$ cat src/design/fifo_map.vh
// constants for the shared byte queue: register offsets, field positions,
// reset values and sizes; included by the queue's top design file, by the port checker and by the bench.
// assumes nothing beyond a Verilog-2005 preprocessor.
// Function
// - one byte queue, 512 entries, both directions
// - depth reducible to 255, shorter parameters
// - depth select 1 gives 255, else 512
// - state machine may read/write during commands
// - flush resets pointers, clears occupancy count
// - count tracks writes and reads, host readable
// - full depth: count high bits in control
// - threshold = reg 02h bit 2, reg 03h
// - one threshold serves both alerts
// - near full when free space <= threshold
// - near empty when count <= threshold
// - write while full sets error flag
// - near empty rise interrupts when enabled
// - near full rise interrupts when enabled
`ifndef FIFO_MAP_VH
`define FIFO_MAP_VH

// ************************************************************
// register offsets
// ************************************************************
`define OFS_CONTROL      8'h02
`define OFS_THRESH_LOW   8'h03
`define OFS_COUNT_LOW    8'h04
`define OFS_DATA         8'h05
`define OFS_IRQ_STATUS   8'h06
`define OFS_IRQ_ENABLE   8'h07

// ************************************************************
// field positions
// ************************************************************
`define CTL_DEPTH_SEL    7
`define CTL_NEAR_FULL    6
`define CTL_NEAR_EMPTY   5
`define CTL_FLUSH        4
`define CTL_THRESH_HI    2
`define IRQ_NEAR_EMPTY   0
`define IRQ_NEAR_FULL    1
`define IRQ_ERROR        2

// ************************************************************
// sizes and reset values
// ************************************************************
`define DEPTH_FULL       10'h200
`define DEPTH_SHORT      10'h0FF
`define THRESH_RESET     9'h008
`define ENABLE_RESET     3'h0

`endif

$ cat src/design/byte_ram.v
// byte storage array with one write port and one registered read port.
// assumes a single clock; read data appear one edge after the address.
`timescale 1ns/1ns
`default_nettype none

module byte_ram
#(
    parameter WIDTH = 8,
    parameter ABITS = 9
)
(
    input  wire             sys_clk,
    input  wire             wr_en,
    input  wire [ABITS-1:0] wr_addr,
    input  wire [WIDTH-1:0] wr_data,
    input  wire [ABITS-1:0] rd_addr,
    output reg  [WIDTH-1:0] rd_data
);

    reg [WIDTH-1:0] mem [0:(1<<ABITS)-1];

    always @(posedge sys_clk)
    begin
        if (wr_en)
            mem[wr_addr] <= wr_data;
        rd_data <= mem[rd_addr];
    end

endmodule

`default_nettype wire

$ cat src/design/pair_buffer.v
// two-entry elastic buffer with valid/ready on both sides.
// assumes one clock and a synchronous active-high reset; flush empties it.
`timescale 1ns/1ns
`default_nettype none

module pair_buffer
#(
    parameter WIDTH = 8
)
(
    input  wire             sys_clk,
    input  wire             reset,
    input  wire             flush,
    input  wire             in_valid,
    output wire             in_ready,
    input  wire [WIDTH-1:0] in_data,
    output wire             out_valid,
    input  wire             out_ready,
    output wire [WIDTH-1:0] out_data,
    output wire [1:0]       fill
);

    reg [WIDTH-1:0] slot0;
    reg [WIDTH-1:0] slot1;
    reg [1:0]       level;
    wire            take;
    wire            give;

    assign in_ready  = (level != 2'h2);
    assign out_valid = (level != 2'h0);
    assign out_data  = slot0;
    assign fill      = level;
    assign take      = in_valid & in_ready;
    assign give      = out_valid & out_ready;

    always @(posedge sys_clk)
    begin
        if (reset || flush)
        begin
            level <= 2'h0;
            slot0 <= {WIDTH{1'b0}};
            slot1 <= {WIDTH{1'b0}};
        end
        else
        begin
            // slot0 is always the oldest word, so order is kept
            if (give)
                slot0 <= (level == 2'h2) ? slot1 : in_data;
            else if (take && level == 2'h0)
                slot0 <= in_data;
            if (take && (level - {1'b0, give}) == 2'h1)
                slot1 <= in_data;
            level <= level + {1'b0, take} - {1'b0, give};
        end
    end

endmodule

`default_nettype wire

$ cat src/design/shared_byte_fifo.v
// shared byte queue between the host register port and the protocol
// state machine, with occupancy count, flush, alerts and interrupt pin.
// assumes host and state machine run on sys_clk; reset is synchronous.
`timescale 1ns/1ns
`default_nettype none
`include "fifo_map.vh"

module shared_byte_fifo
#(
    parameter ABITS = 9
)
(
    input  wire       sys_clk,
    input  wire       reset,
    // host register port
    input  wire [7:0] reg_addr,
    input  wire       reg_wr,
    input  wire       reg_rd,
    input  wire [7:0] reg_wdata,
    output wire [7:0] reg_rdata,
    output reg        reg_rdata_valid,
    // state machine write side
    input  wire       sm_wr_valid,
    output wire       sm_wr_ready,
    input  wire [7:0] sm_wr_data,
    // state machine read side
    input  wire       sm_fetch_en,
    output wire       sm_rd_valid,
    input  wire       sm_rd_ready,
    output wire [7:0] sm_rd_data,
    // interrupt pin, active high
    output wire       irq
);

    // ************************************************************
    // helper functions
    // ************************************************************
    function [9:0] capacity;
        input short_mode;
        begin
            capacity = short_mode ? `DEPTH_SHORT : `DEPTH_FULL;
        end
    endfunction

    function at_most;
        input [9:0] value;
        input [8:0] limit;
        begin
            at_most = (value <= {1'b0, limit});
        end
    endfunction

    // one decoder for every register strobe
    function hit;
        input       strobe;
        input [7:0] addr;
        input [7:0] offset;
        begin
            hit = strobe & (addr == offset);
        end
    endfunction

    // room left stops at zero: a queue shrunk below its fill reads as full
    // instead of wrapping to a huge free space
    function [9:0] room_left;
        input [9:0] size;
        input [9:0] used;
        begin
            room_left = (used >= size) ? 10'h000 : size - used;
        end
    endfunction

    // ************************************************************
    // reset values
    // ************************************************************
    // the threshold reset value is split over two registers
    localparam [8:0] THRESH_INIT = `THRESH_RESET;
    localparam [2:0] ENABLE_INIT = `ENABLE_RESET;

    // ************************************************************
    // state
    // ************************************************************
    reg             depth_select;
    reg             thresh_hi;
    reg  [7:0]      queue_threshold_low;
    reg  [9:0]      occupancy_count;
    reg  [ABITS-1:0] wr_ptr;
    reg  [ABITS-1:0] rd_ptr;
    reg  [2:0]      irq_status_first;
    reg  [2:0]      irq_enable_first;
    reg             prev_near_full;
    reg             prev_near_empty;
    reg             sm_pending;
    reg             host_pending;
    reg  [7:0]      rdata_reg;

    // ************************************************************
    // decode
    // ************************************************************
    wire            host_wr_data;
    wire            host_rd_data;
    wire            flush_pointers;
    wire            wr_control;
    wire            wr_thresh_low;
    wire            wr_irq_status;
    wire            wr_irq_enable;
    wire [9:0]      cap;
    wire [8:0]      threshold;
    wire            is_full;
    wire            is_empty;
    wire            push_req;
    wire [7:0]      push_data;
    wire            do_push;
    wire            overflow_indication;
    wire            pop_host;
    wire            pop_sm;
    wire            do_pop;
    wire [1:0]      buf_fill;
    wire [7:0]      ram_q;
    wire            near_full_flag;
    wire            near_empty_flag;
    wire [2:0]      irq_set;
    wire [2:0]      irq_clr;
    wire [9:0]      free_space;
    wire            near_full_rise;
    wire            near_empty_rise;
    wire [7:0]      ctl_byte;

    assign wr_control     = hit(reg_wr, reg_addr, `OFS_CONTROL);
    assign wr_thresh_low  = hit(reg_wr, reg_addr, `OFS_THRESH_LOW);
    assign wr_irq_status  = hit(reg_wr, reg_addr, `OFS_IRQ_STATUS);
    assign wr_irq_enable  = hit(reg_wr, reg_addr, `OFS_IRQ_ENABLE);
    assign host_wr_data   = hit(reg_wr, reg_addr, `OFS_DATA);
    assign host_rd_data   = hit(reg_rd, reg_addr, `OFS_DATA);
    assign flush_pointers = wr_control & reg_wdata[`CTL_FLUSH];
    assign cap            = capacity(depth_select);
    assign threshold      = {thresh_hi, queue_threshold_low};
    assign is_full        = (occupancy_count >= cap);
    assign is_empty       = (occupancy_count == 10'h000);

    // the queue cannot tell which bytes a running command still needs;
    // keeping the host off the data port meanwhile is left to software

    // host writes take the port; the state machine waits a cycle
    assign sm_wr_ready    = ~host_wr_data;
    assign push_req       = host_wr_data | sm_wr_valid;
    assign push_data      = host_wr_data ? reg_wdata : sm_wr_data;
    assign do_push        = push_req & ~is_full & ~flush_pointers;
    assign overflow_indication = push_req & is_full;

    // prefetch only while the buffer surely has room for the late word
    assign pop_host = host_rd_data & ~is_empty & ~flush_pointers;
    assign pop_sm   = ~host_rd_data & sm_fetch_en & ~is_empty
                    & ~flush_pointers
                    & (({1'b0, buf_fill} + {2'b00, sm_pending}) < 3'h2);
    assign do_pop   = pop_host | pop_sm;

    // ************************************************************
    // alerts
    // ************************************************************
    assign free_space      = room_left(cap, occupancy_count);
    assign near_full_flag  = at_most(free_space, threshold);
    assign near_empty_flag = at_most(occupancy_count, threshold);

    // edges against last cycle's flag: a flag that stays up asks only once
    assign near_full_rise  = near_full_flag & ~prev_near_full;
    assign near_empty_rise = near_empty_flag & ~prev_near_empty;

    assign irq_set[`IRQ_NEAR_EMPTY] = near_empty_rise;
    assign irq_set[`IRQ_NEAR_FULL]  = near_full_rise;
    assign irq_set[`IRQ_ERROR]      = overflow_indication;
    assign irq_clr = wr_irq_status ? reg_wdata[2:0] : 3'h0;
    assign irq = |(irq_status_first & irq_enable_first);

    // ************************************************************
    // storage and buffer toward the state machine
    // ************************************************************
    byte_ram #(.WIDTH(8), .ABITS(ABITS)) u_ram
    (
        .sys_clk (sys_clk),
        .wr_en   (do_push),
        .wr_addr (wr_ptr),
        .wr_data (push_data),
        .rd_addr (rd_ptr),
        .rd_data (ram_q)
    );

    pair_buffer #(.WIDTH(8)) u_buf
    (
        .sys_clk   (sys_clk),
        .reset     (reset),
        .flush     (flush_pointers),
        .in_valid  (sm_pending),
        .in_ready  (),
        .in_data   (ram_q),
        .out_valid (sm_rd_valid),
        .out_ready (sm_rd_ready),
        .out_data  (sm_rd_data),
        .fill      (buf_fill)
    );

    // ************************************************************
    // pointers and count
    // ************************************************************
    // a flush also drops the word on its way to the buffer; that byte has
    // already left the count
    always @(posedge sys_clk)
    begin
        if (reset || flush_pointers)
        begin
            wr_ptr          <= {ABITS{1'b0}};
            rd_ptr          <= {ABITS{1'b0}};
            occupancy_count <= 10'h000;
            sm_pending      <= 1'b0;
        end
        else
        begin
            if (do_push)
                wr_ptr <= wr_ptr + 1'b1;
            if (do_pop)
                rd_ptr <= rd_ptr + 1'b1;
            // push and pop together cancel out
            occupancy_count <= occupancy_count + {9'h000, do_push}
                             - {9'h000, do_pop};
            sm_pending <= pop_sm;
        end
    end

    // ************************************************************
    // registers
    // ************************************************************
    always @(posedge sys_clk)
    begin
        if (reset)
        begin
            depth_select        <= 1'b0;
            thresh_hi           <= THRESH_INIT[8];
            queue_threshold_low <= THRESH_INIT[7:0];
            irq_enable_first    <= ENABLE_INIT;
            irq_status_first    <= 3'h0;
            prev_near_full      <= 1'b0;
            prev_near_empty     <= 1'b0;
        end
        else
        begin
            // a depth change keeps the stored bytes; an over-filled short
            // queue reads as full until it drains
            if (wr_control)
            begin
                depth_select <= reg_wdata[`CTL_DEPTH_SEL];
                thresh_hi    <= reg_wdata[`CTL_THRESH_HI];
            end
            if (wr_thresh_low)
                queue_threshold_low <= reg_wdata;
            if (wr_irq_enable)
                irq_enable_first <= reg_wdata[2:0];
            // a new event wins over a clear in the same cycle
            irq_status_first <= (irq_status_first & ~irq_clr) | irq_set;
            prev_near_full   <= near_full_flag;
            prev_near_empty  <= near_empty_flag;
        end
    end

    // ************************************************************
    // read path
    // ************************************************************
    // flush reads back as zero; the count's high bits ride along
    assign ctl_byte = {depth_select, near_full_flag, near_empty_flag,
                       1'b0, 1'b0, thresh_hi,
                       occupancy_count[9:8]};

    always @(posedge sys_clk)
    begin
        if (reset)
        begin
            rdata_reg       <= 8'h00;
            reg_rdata_valid <= 1'b0;
            host_pending    <= 1'b0;
        end
        else
        begin
            reg_rdata_valid <= reg_rd;
            host_pending    <= pop_host;
            case (reg_addr)
                `OFS_CONTROL:
                    rdata_reg <= ctl_byte;
                // data answers come from the array; an empty read shows zero
                `OFS_DATA:
                    rdata_reg <= 8'h00;
                `OFS_THRESH_LOW:
                    rdata_reg <= queue_threshold_low;
                `OFS_COUNT_LOW:
                    rdata_reg <= occupancy_count[7:0];
                `OFS_IRQ_STATUS:
                    rdata_reg <= {5'h00, irq_status_first};
                `OFS_IRQ_ENABLE:
                    rdata_reg <= {5'h00, irq_enable_first};
                default:
                    rdata_reg <= 8'h00;
            endcase
        end
    end

    // data reads come straight from the registered array output
    assign reg_rdata = host_pending ? ram_q : rdata_reg;

endmodule

`default_nettype wire

$ cat config.mk
export PLATFORM = sky130hd
export DESIGN_NAME = shared_byte_fifo
export DESIGN_NICKNAME = d
export VERILOG_FILES = /design/src/design/byte_ram.v /design/src/design/pair_buffer.v /design/src/design/shared_byte_fifo.v
export VERILOG_INCLUDE_DIRS = /design/src /design/src/design
export SDC_FILE = /design/constraint.sdc
export NUM_CORES = 2
export LEC_CHECK = 0
export ABC_AREA = 1
export BUFFER_PORTS_ARGS = -buffer_cell sky130_fd_sc_hd__clkbuf_2
export CAP_MARGIN = 20
export CORE_MARGIN = 2
export CORE_UTILIZATION = 40
export CTS_BUF_LIST = sky130_fd_sc_hd__clkbuf_8
export CTS_CLUSTER_DIAMETER = 100
export DETAILED_ROUTE_END_ITERATION = 12
export PLACE_DENSITY = 0.65
export SYNTH_ARGS = -nofsm -noshare
export SYNTH_HDL_FRONTEND = slang
export SYNTH_HIERARCHICAL = 1
export SYNTH_SLANG_ARGS = --single-unit
$ cat constraint.sdc
create_clock -name sys_clk -period 38.6 [get_ports sys_clk]
set_clock_uncertainty 0.15 [all_clocks]
set_input_delay 1.93 -clock sys_clk [delete_from_list [all_inputs] [get_ports sys_clk]]
set_output_delay 1.93 -clock sys_clk [all_outputs]
set_load 0.01 [all_outputs]
======== Yosys cells after proc, flatten, opt, wreduce, memory -nomap -nowiden ========
Memory sizes are Yosys's and may differ from the RTL's. A register that Yosys moved wholly into a read port is not among the register bits.
Cells that the tools add are included.
cells by class
  order comparisons ....................... 4
  multiplexer cells ....................... 11
  eq/ne operators ......................... 9
  reduce and logical (&&, ||, !) cells .... 8
  bitwise gates (word level) .............. 33
  add/sub/neg operators ................... 9
operator list
  cell                                                        number
  2-to-1 mux 8 bit                                            5
  one-hot mux 8 bit (5 select lines)                          1
  == test 8 x 3 -> 1 bit, second input constant               4
  bitwise AND 1 bit                                           20
  less-or-equal comparator 10 x 9 -> 1 bit                    2
  2-to-1 mux 10 bit                                           2
  adder 9 x 1 -> 9 bit, second input constant                 2
  == test 8 x 2 -> 1 bit, second input constant               2
  adder 10 x 1 -> 10 bit                                      1
  greater-or-equal comparator 10 bit                          1
  zero test 10 bit                                            1
  subtractor 10 x 1 -> 10 bit                                 1
  subtractor 10 bit                                           1
  inverter 1 bit                                              7
  bitwise AND 3 bit                                           2
  nonzero test 2 bit                                          2
  subtractor 2 x 1 -> 2 bit                                   2
  adder 2 x 1 -> 3 bit                                        1
  less-than comparator 3 x 2 -> 1 bit, second input constant  1
  2-to-1 mux 3 bit                                            1
  inverter 3 bit                                              1
  OR 3 bit                                                    1
  OR reduction 3 bit                                          1
  adder 2 x 1 -> 2 bit                                        1
  8 further kinds                                             11
word-level totals
  bits in writable memories ............... 4096
  memories kept ........................... 1
  output and inout bits ................... 20
  word-level logic and storage cells ...... 92
  bits in registers ....................... 75
memories
  name       words  bits a word  rd ports  clocked after Yosys merged registers in  wr ports  RTL line       text
  u_ram.mem  512    8            1         1                                        1         byte_ram.v:20  reg [WIDTH-1:0] mem [0:(1<<ABITS)-1];

======== Logic depth before layout (Yosys ltp) ========
  depth after elaboration ................. 9
  depth in mapped cells ................... 24

======== Hierarchy ========
Netlist, hierarchy kept.
by module, submodules not included
  module            instances  cells each  area each (sq um)
  byte_ram          1          13891       166728.7
  shared_byte_fifo  1          559         3978.8
  pair_buffer       1          139         973.4

======== Least setup slack after synthesis ========
OpenSTA, ideal clock, no wires.
  kind .................................... in2reg
  start point ............................. input reg_addr[7]
  end point ............................... memory u_ram.mem[0][0] (data pin)
  required time ........................... 34276 ps
  slack ................................... 11749 ps
  arrival time ............................ 22527 ps
  stages .................................. 6
  cells stage by stage .................... nor2_1 -> nand2_2 -> inv_1 -> nand3_1 -> clkbuf_1 -> o21ai_0
on the way
  longest elaborated chain between the ends .. 3
ends and longest elaborated chain
  element                 RTL line                text
  from (decl)             shared_byte_fifo.v:16   input wire [7:0] reg_addr,
  == test 8 x 3 -> 1 bit  shared_byte_fifo.v:59   hit = strobe & (addr == offset);
  bitwise AND 1 bit       shared_byte_fifo.v:59
  2-to-1 mux 8 bit        shared_byte_fifo.v:147  assign push_data = host_wr_data ? reg_wdata : sm_wr_data;
  named net push_data[0]  shared_byte_fifo.v:112  wire [7:0] push_data;
  to (decl)               byte_ram.v:20
The timed path passes the listed nets, and every way through them passes these cells.

==> flow_metrics.py <==
metrics = {
    "outcome": {
        "run_status": "finished clean",
    },
    "setup_path": {
        "cp_common_cell": "nand3_1",
        "crit_start": "rd_ptr[0]",
        "arrival_ps": 7570,
        "worst-path-max-fanout": 193,
        "r2r_cells": 15,
        "crit_end": "u_ram/rd_data[4]",
        "crit_type": "flip-flop to flip-flop",
        "r2r_slack_ps": 32010,
        "max_stage_delay_ps": 850,
        "end_kind": "flip-flop",
        "cp_slowest_cell": "buf_4",
        "critPathLaunchType": "flip-flop",
        "critPathRequiredTime_ps": 39580,
        "r2r-start": "rd_ptr[0]",
        "crit_chain": "inv_16 -> buf_4 -> buf_4 -> buf_4 -> buf_4 -> nand2_1 -> nand3_1 -> nand3_1 -> nand3_1 -> nand3_1 -> nand3_1 -> nand3_1 -> nand3_1 -> nand3_1 -> nand2_1",
        "r2r_end": "u_ram/rd_data[4]",
    },
    "synthesis": {
        "ys_ff_latch": 4179,
        "synth_top_area_share": 0.716,
        "synth_area_mm2": 0.172,
        "netlist_instances": 14600,
        "synth_area_leader_cell": "edfxtp_1",
        "synth.area.top_cells": "edfxtp_1, nand3_1, nand2_1, buf_2, nor2_1",
        "synth_cell_type_count": 48,
        "yosys_warnings": 6,
        "syn_area_per_cell_um2": 11.8,
        "yosysSeqAreaShare": 0.726,
        "synth_fp_nets": 14700,
    },
    "grt": {
        "antenna_found_initial": 12,
        "grt_max_degree": 213,
        "grt-ovfl-total": 0,
        "track_usage": 0.211,
        "grt_pass1_vias": 109000,
        "grt_pass1_wl_um": 698000,
    },
    "clock_network": {
        "postCtsSetupRepairBufs": 0,
        "cts_hold_buf": 0,
        "cts-resized-gates": 0,
        "cts_made_buffers": 651,
        "clock-sinks": 4179,
        "clk_pin_slew_worst_paths_ps": 60,
        "cts_buffer_depth": 4,
        "clk_latency_ps": 1240,
        "cts_tree": "yes",
        "ctsRootBufferMaster": "clkbuf_8",
        "ctsHtreeMaxLevel": 6,
    },
    "placed_design": {
        "port_buffers": 50,
        "place_congestion": 0.875,
        "place_area_mm2": 0.175,
        "dp.final_hpwl_um": 258000,
    },
    "timing": {
        "final_hold_viol_count": 0,
        "slew_headroom": 0.212,
        "finalSetupTns_ps": 0,
        "min_period_over_period": 0.171,
        "setup_viol": 0,
        "slew_violations": 0,
        "rsz0062_at_grt": "no",
        "min_period_ps": 6590,
        "worst_pin_slew_ps": 1180,
        "clock.fmax_mhz": 152,
    },
    "floorplan": {
        "initial_core_util": 0.402,
        "rows": 240,
        "ioPinCount": 51,
        "dieArea_mm2": 0.434,
        "core_area_mm2": 0.427,
        "die_x_um": 659,
        "die_h_um": 659,
    },
    "layout": {
        "design_area_mm2": 0.187,
        "layout-drive-gt1-share": 0.0714,
        "top_regs": "u_ram/mem: 4096 flops, occupancy_count: 10 flops",
        "finish.net_count": 14500,
        "largest_reg_flops": 4096,
        "syn2layout_area_growth_pct": 8.95,
        "top_register": "u_ram/mem",
    },
    "detailed_routing": {
        "ant_nets": 0,
        "num_vias": 114000,
        "wire_per_inst_um": 22.9,
        "drt_iter0_drc": 15600,
        "detail_route.vias_per_cell": 5.53,
        "drc": 0,
        "dr.pass1.iters": 8,
        "drt_wl_total_um": 474000,
    },
    "min_path": {
        "hold_class": "flip-flop to flip-flop",
    },
    "power": {
        "p_leak_nw": 64.6,
        "cellPowerDensity_mw_per_mm2": 54.9,
        "ir_worst_vdd_mv": 0.0467,
    },
    "run": {
        "cap_violations": 0,
    },
}
-- worst max-delay path: cells and delay by family (launching register included) --
kind | cells | cell delay, ps
buffers and inverters | 5 | 3810
flip-flops | 1 | 570
AND/OR/NAND/NOR | 10 | 1640
-- cell usage after synthesis, drive strengths merged --
master,n
a21o,1
nor4,2
a211oi,2
a31oi,3
and3,1
o22ai,7
a221oi,2
a21oi,66
edfxtp,4096
mux2,9
nand3,4136
clkinv,2
o21ai,42
fa,2
o211ai,2
nand4,10
buf,804
o21a,3
nand2,4301
xor2,7
o21bai,4
dfxtp,83
inv,143
nand3b,8
o221ai,2
nor3,23
nor3b,1
nor2,587
clkbuf,188
xnor2,8
ha,44
-- layout make-up --
| class | instances | area, um2 |
|---|---|---|
| diodes | 6 | 15.0 |
| clock buffers | 661 | 9100 |
| clock inverters | 507 | 2470 |
| fillers | 39000 | 240000 |
| inverters | 145 | 603 |
| multi-input cells | 9273 | 41200 |
| flip-flops and latches | 4179 | 125000 |
| well taps | 5687 | 7120 |
| repair buffers | 217 | 1830 |
-- per-stage QoR --
step	power [mW]	instances	hold WS [ps]	utilization	setup slack (ps)
after global routing	10.7	20700	306	0.438	31760
after global placement	6.93	19500	253	0.410	31740
after CTS	10.3	20700	267	0.438	32210
after detailed placement	6.95	19500	258	0.410	31800
final	10.3	20700	265	0.438	32010
after floorplan	6.56	14600	249	-	11750
-- power breakdown --
part | internal [mW] | switching (mW)
registers | 5.00 | 0.0462
logic | 0.491 | 1.34
clock network | 1.65 | 1.73
total | 7.14 | 3.12
-- layer usage --
layer,vias to the layer above,wire length [um],GRT usage
li1,51600,-,-
met1,55500,189000,0.289
met2,6202,219000,0.333
met3,946,46800,0.0381
met4,0,19200,0.0863
met5,-,0,0
-- kinds of logic after synthesis --
logic type                 after synthesis  share of synthesized area
muxes                                    9                   0.000590
xor gates and xnor gates                15                   0.000765
DFF                                   4179                      0.726
buffers and inverters                 1137                     0.0350
AOI/OAI and AO/OA                      134                    0.00439
and+or+nand+nor                       9069                      0.230
adders and majority gates               46                    0.00344
-- worst min path at each step --
stage | startpoint | to | slack [ps] | cells after the start
2_1_floorplan | prev_near_empty | irq_status_first[0] | 250 | 1
3_3_place_gp | prev_near_empty | irq_status_first[0] | 250 | 1
3_5_place_dp | prev_near_empty | irq_status_first[0] | 260 | 1
4_1_cts | prev_near_empty | irq_status_first[0] | 270 | 1
5_1_grt | prev_near_empty | irq_status_first[0] | 310 | 1
6_report | prev_near_empty | irq_status_first[0] | 270 | 1
-- cell usage in the layout, fill, tap and decap left out, types with 65 or more instances in the layout --
cell and n:
nor2_1 577, nand2_1 4274, inv_1 363, a21oi_1 65, nand3_1 4132, buf_4 139
dfxtp_1 76, edfxtp_1 4096, clkinv_1 169, clkbuf_8 661
No activity file was read; power rests on OpenSTA's default activity.
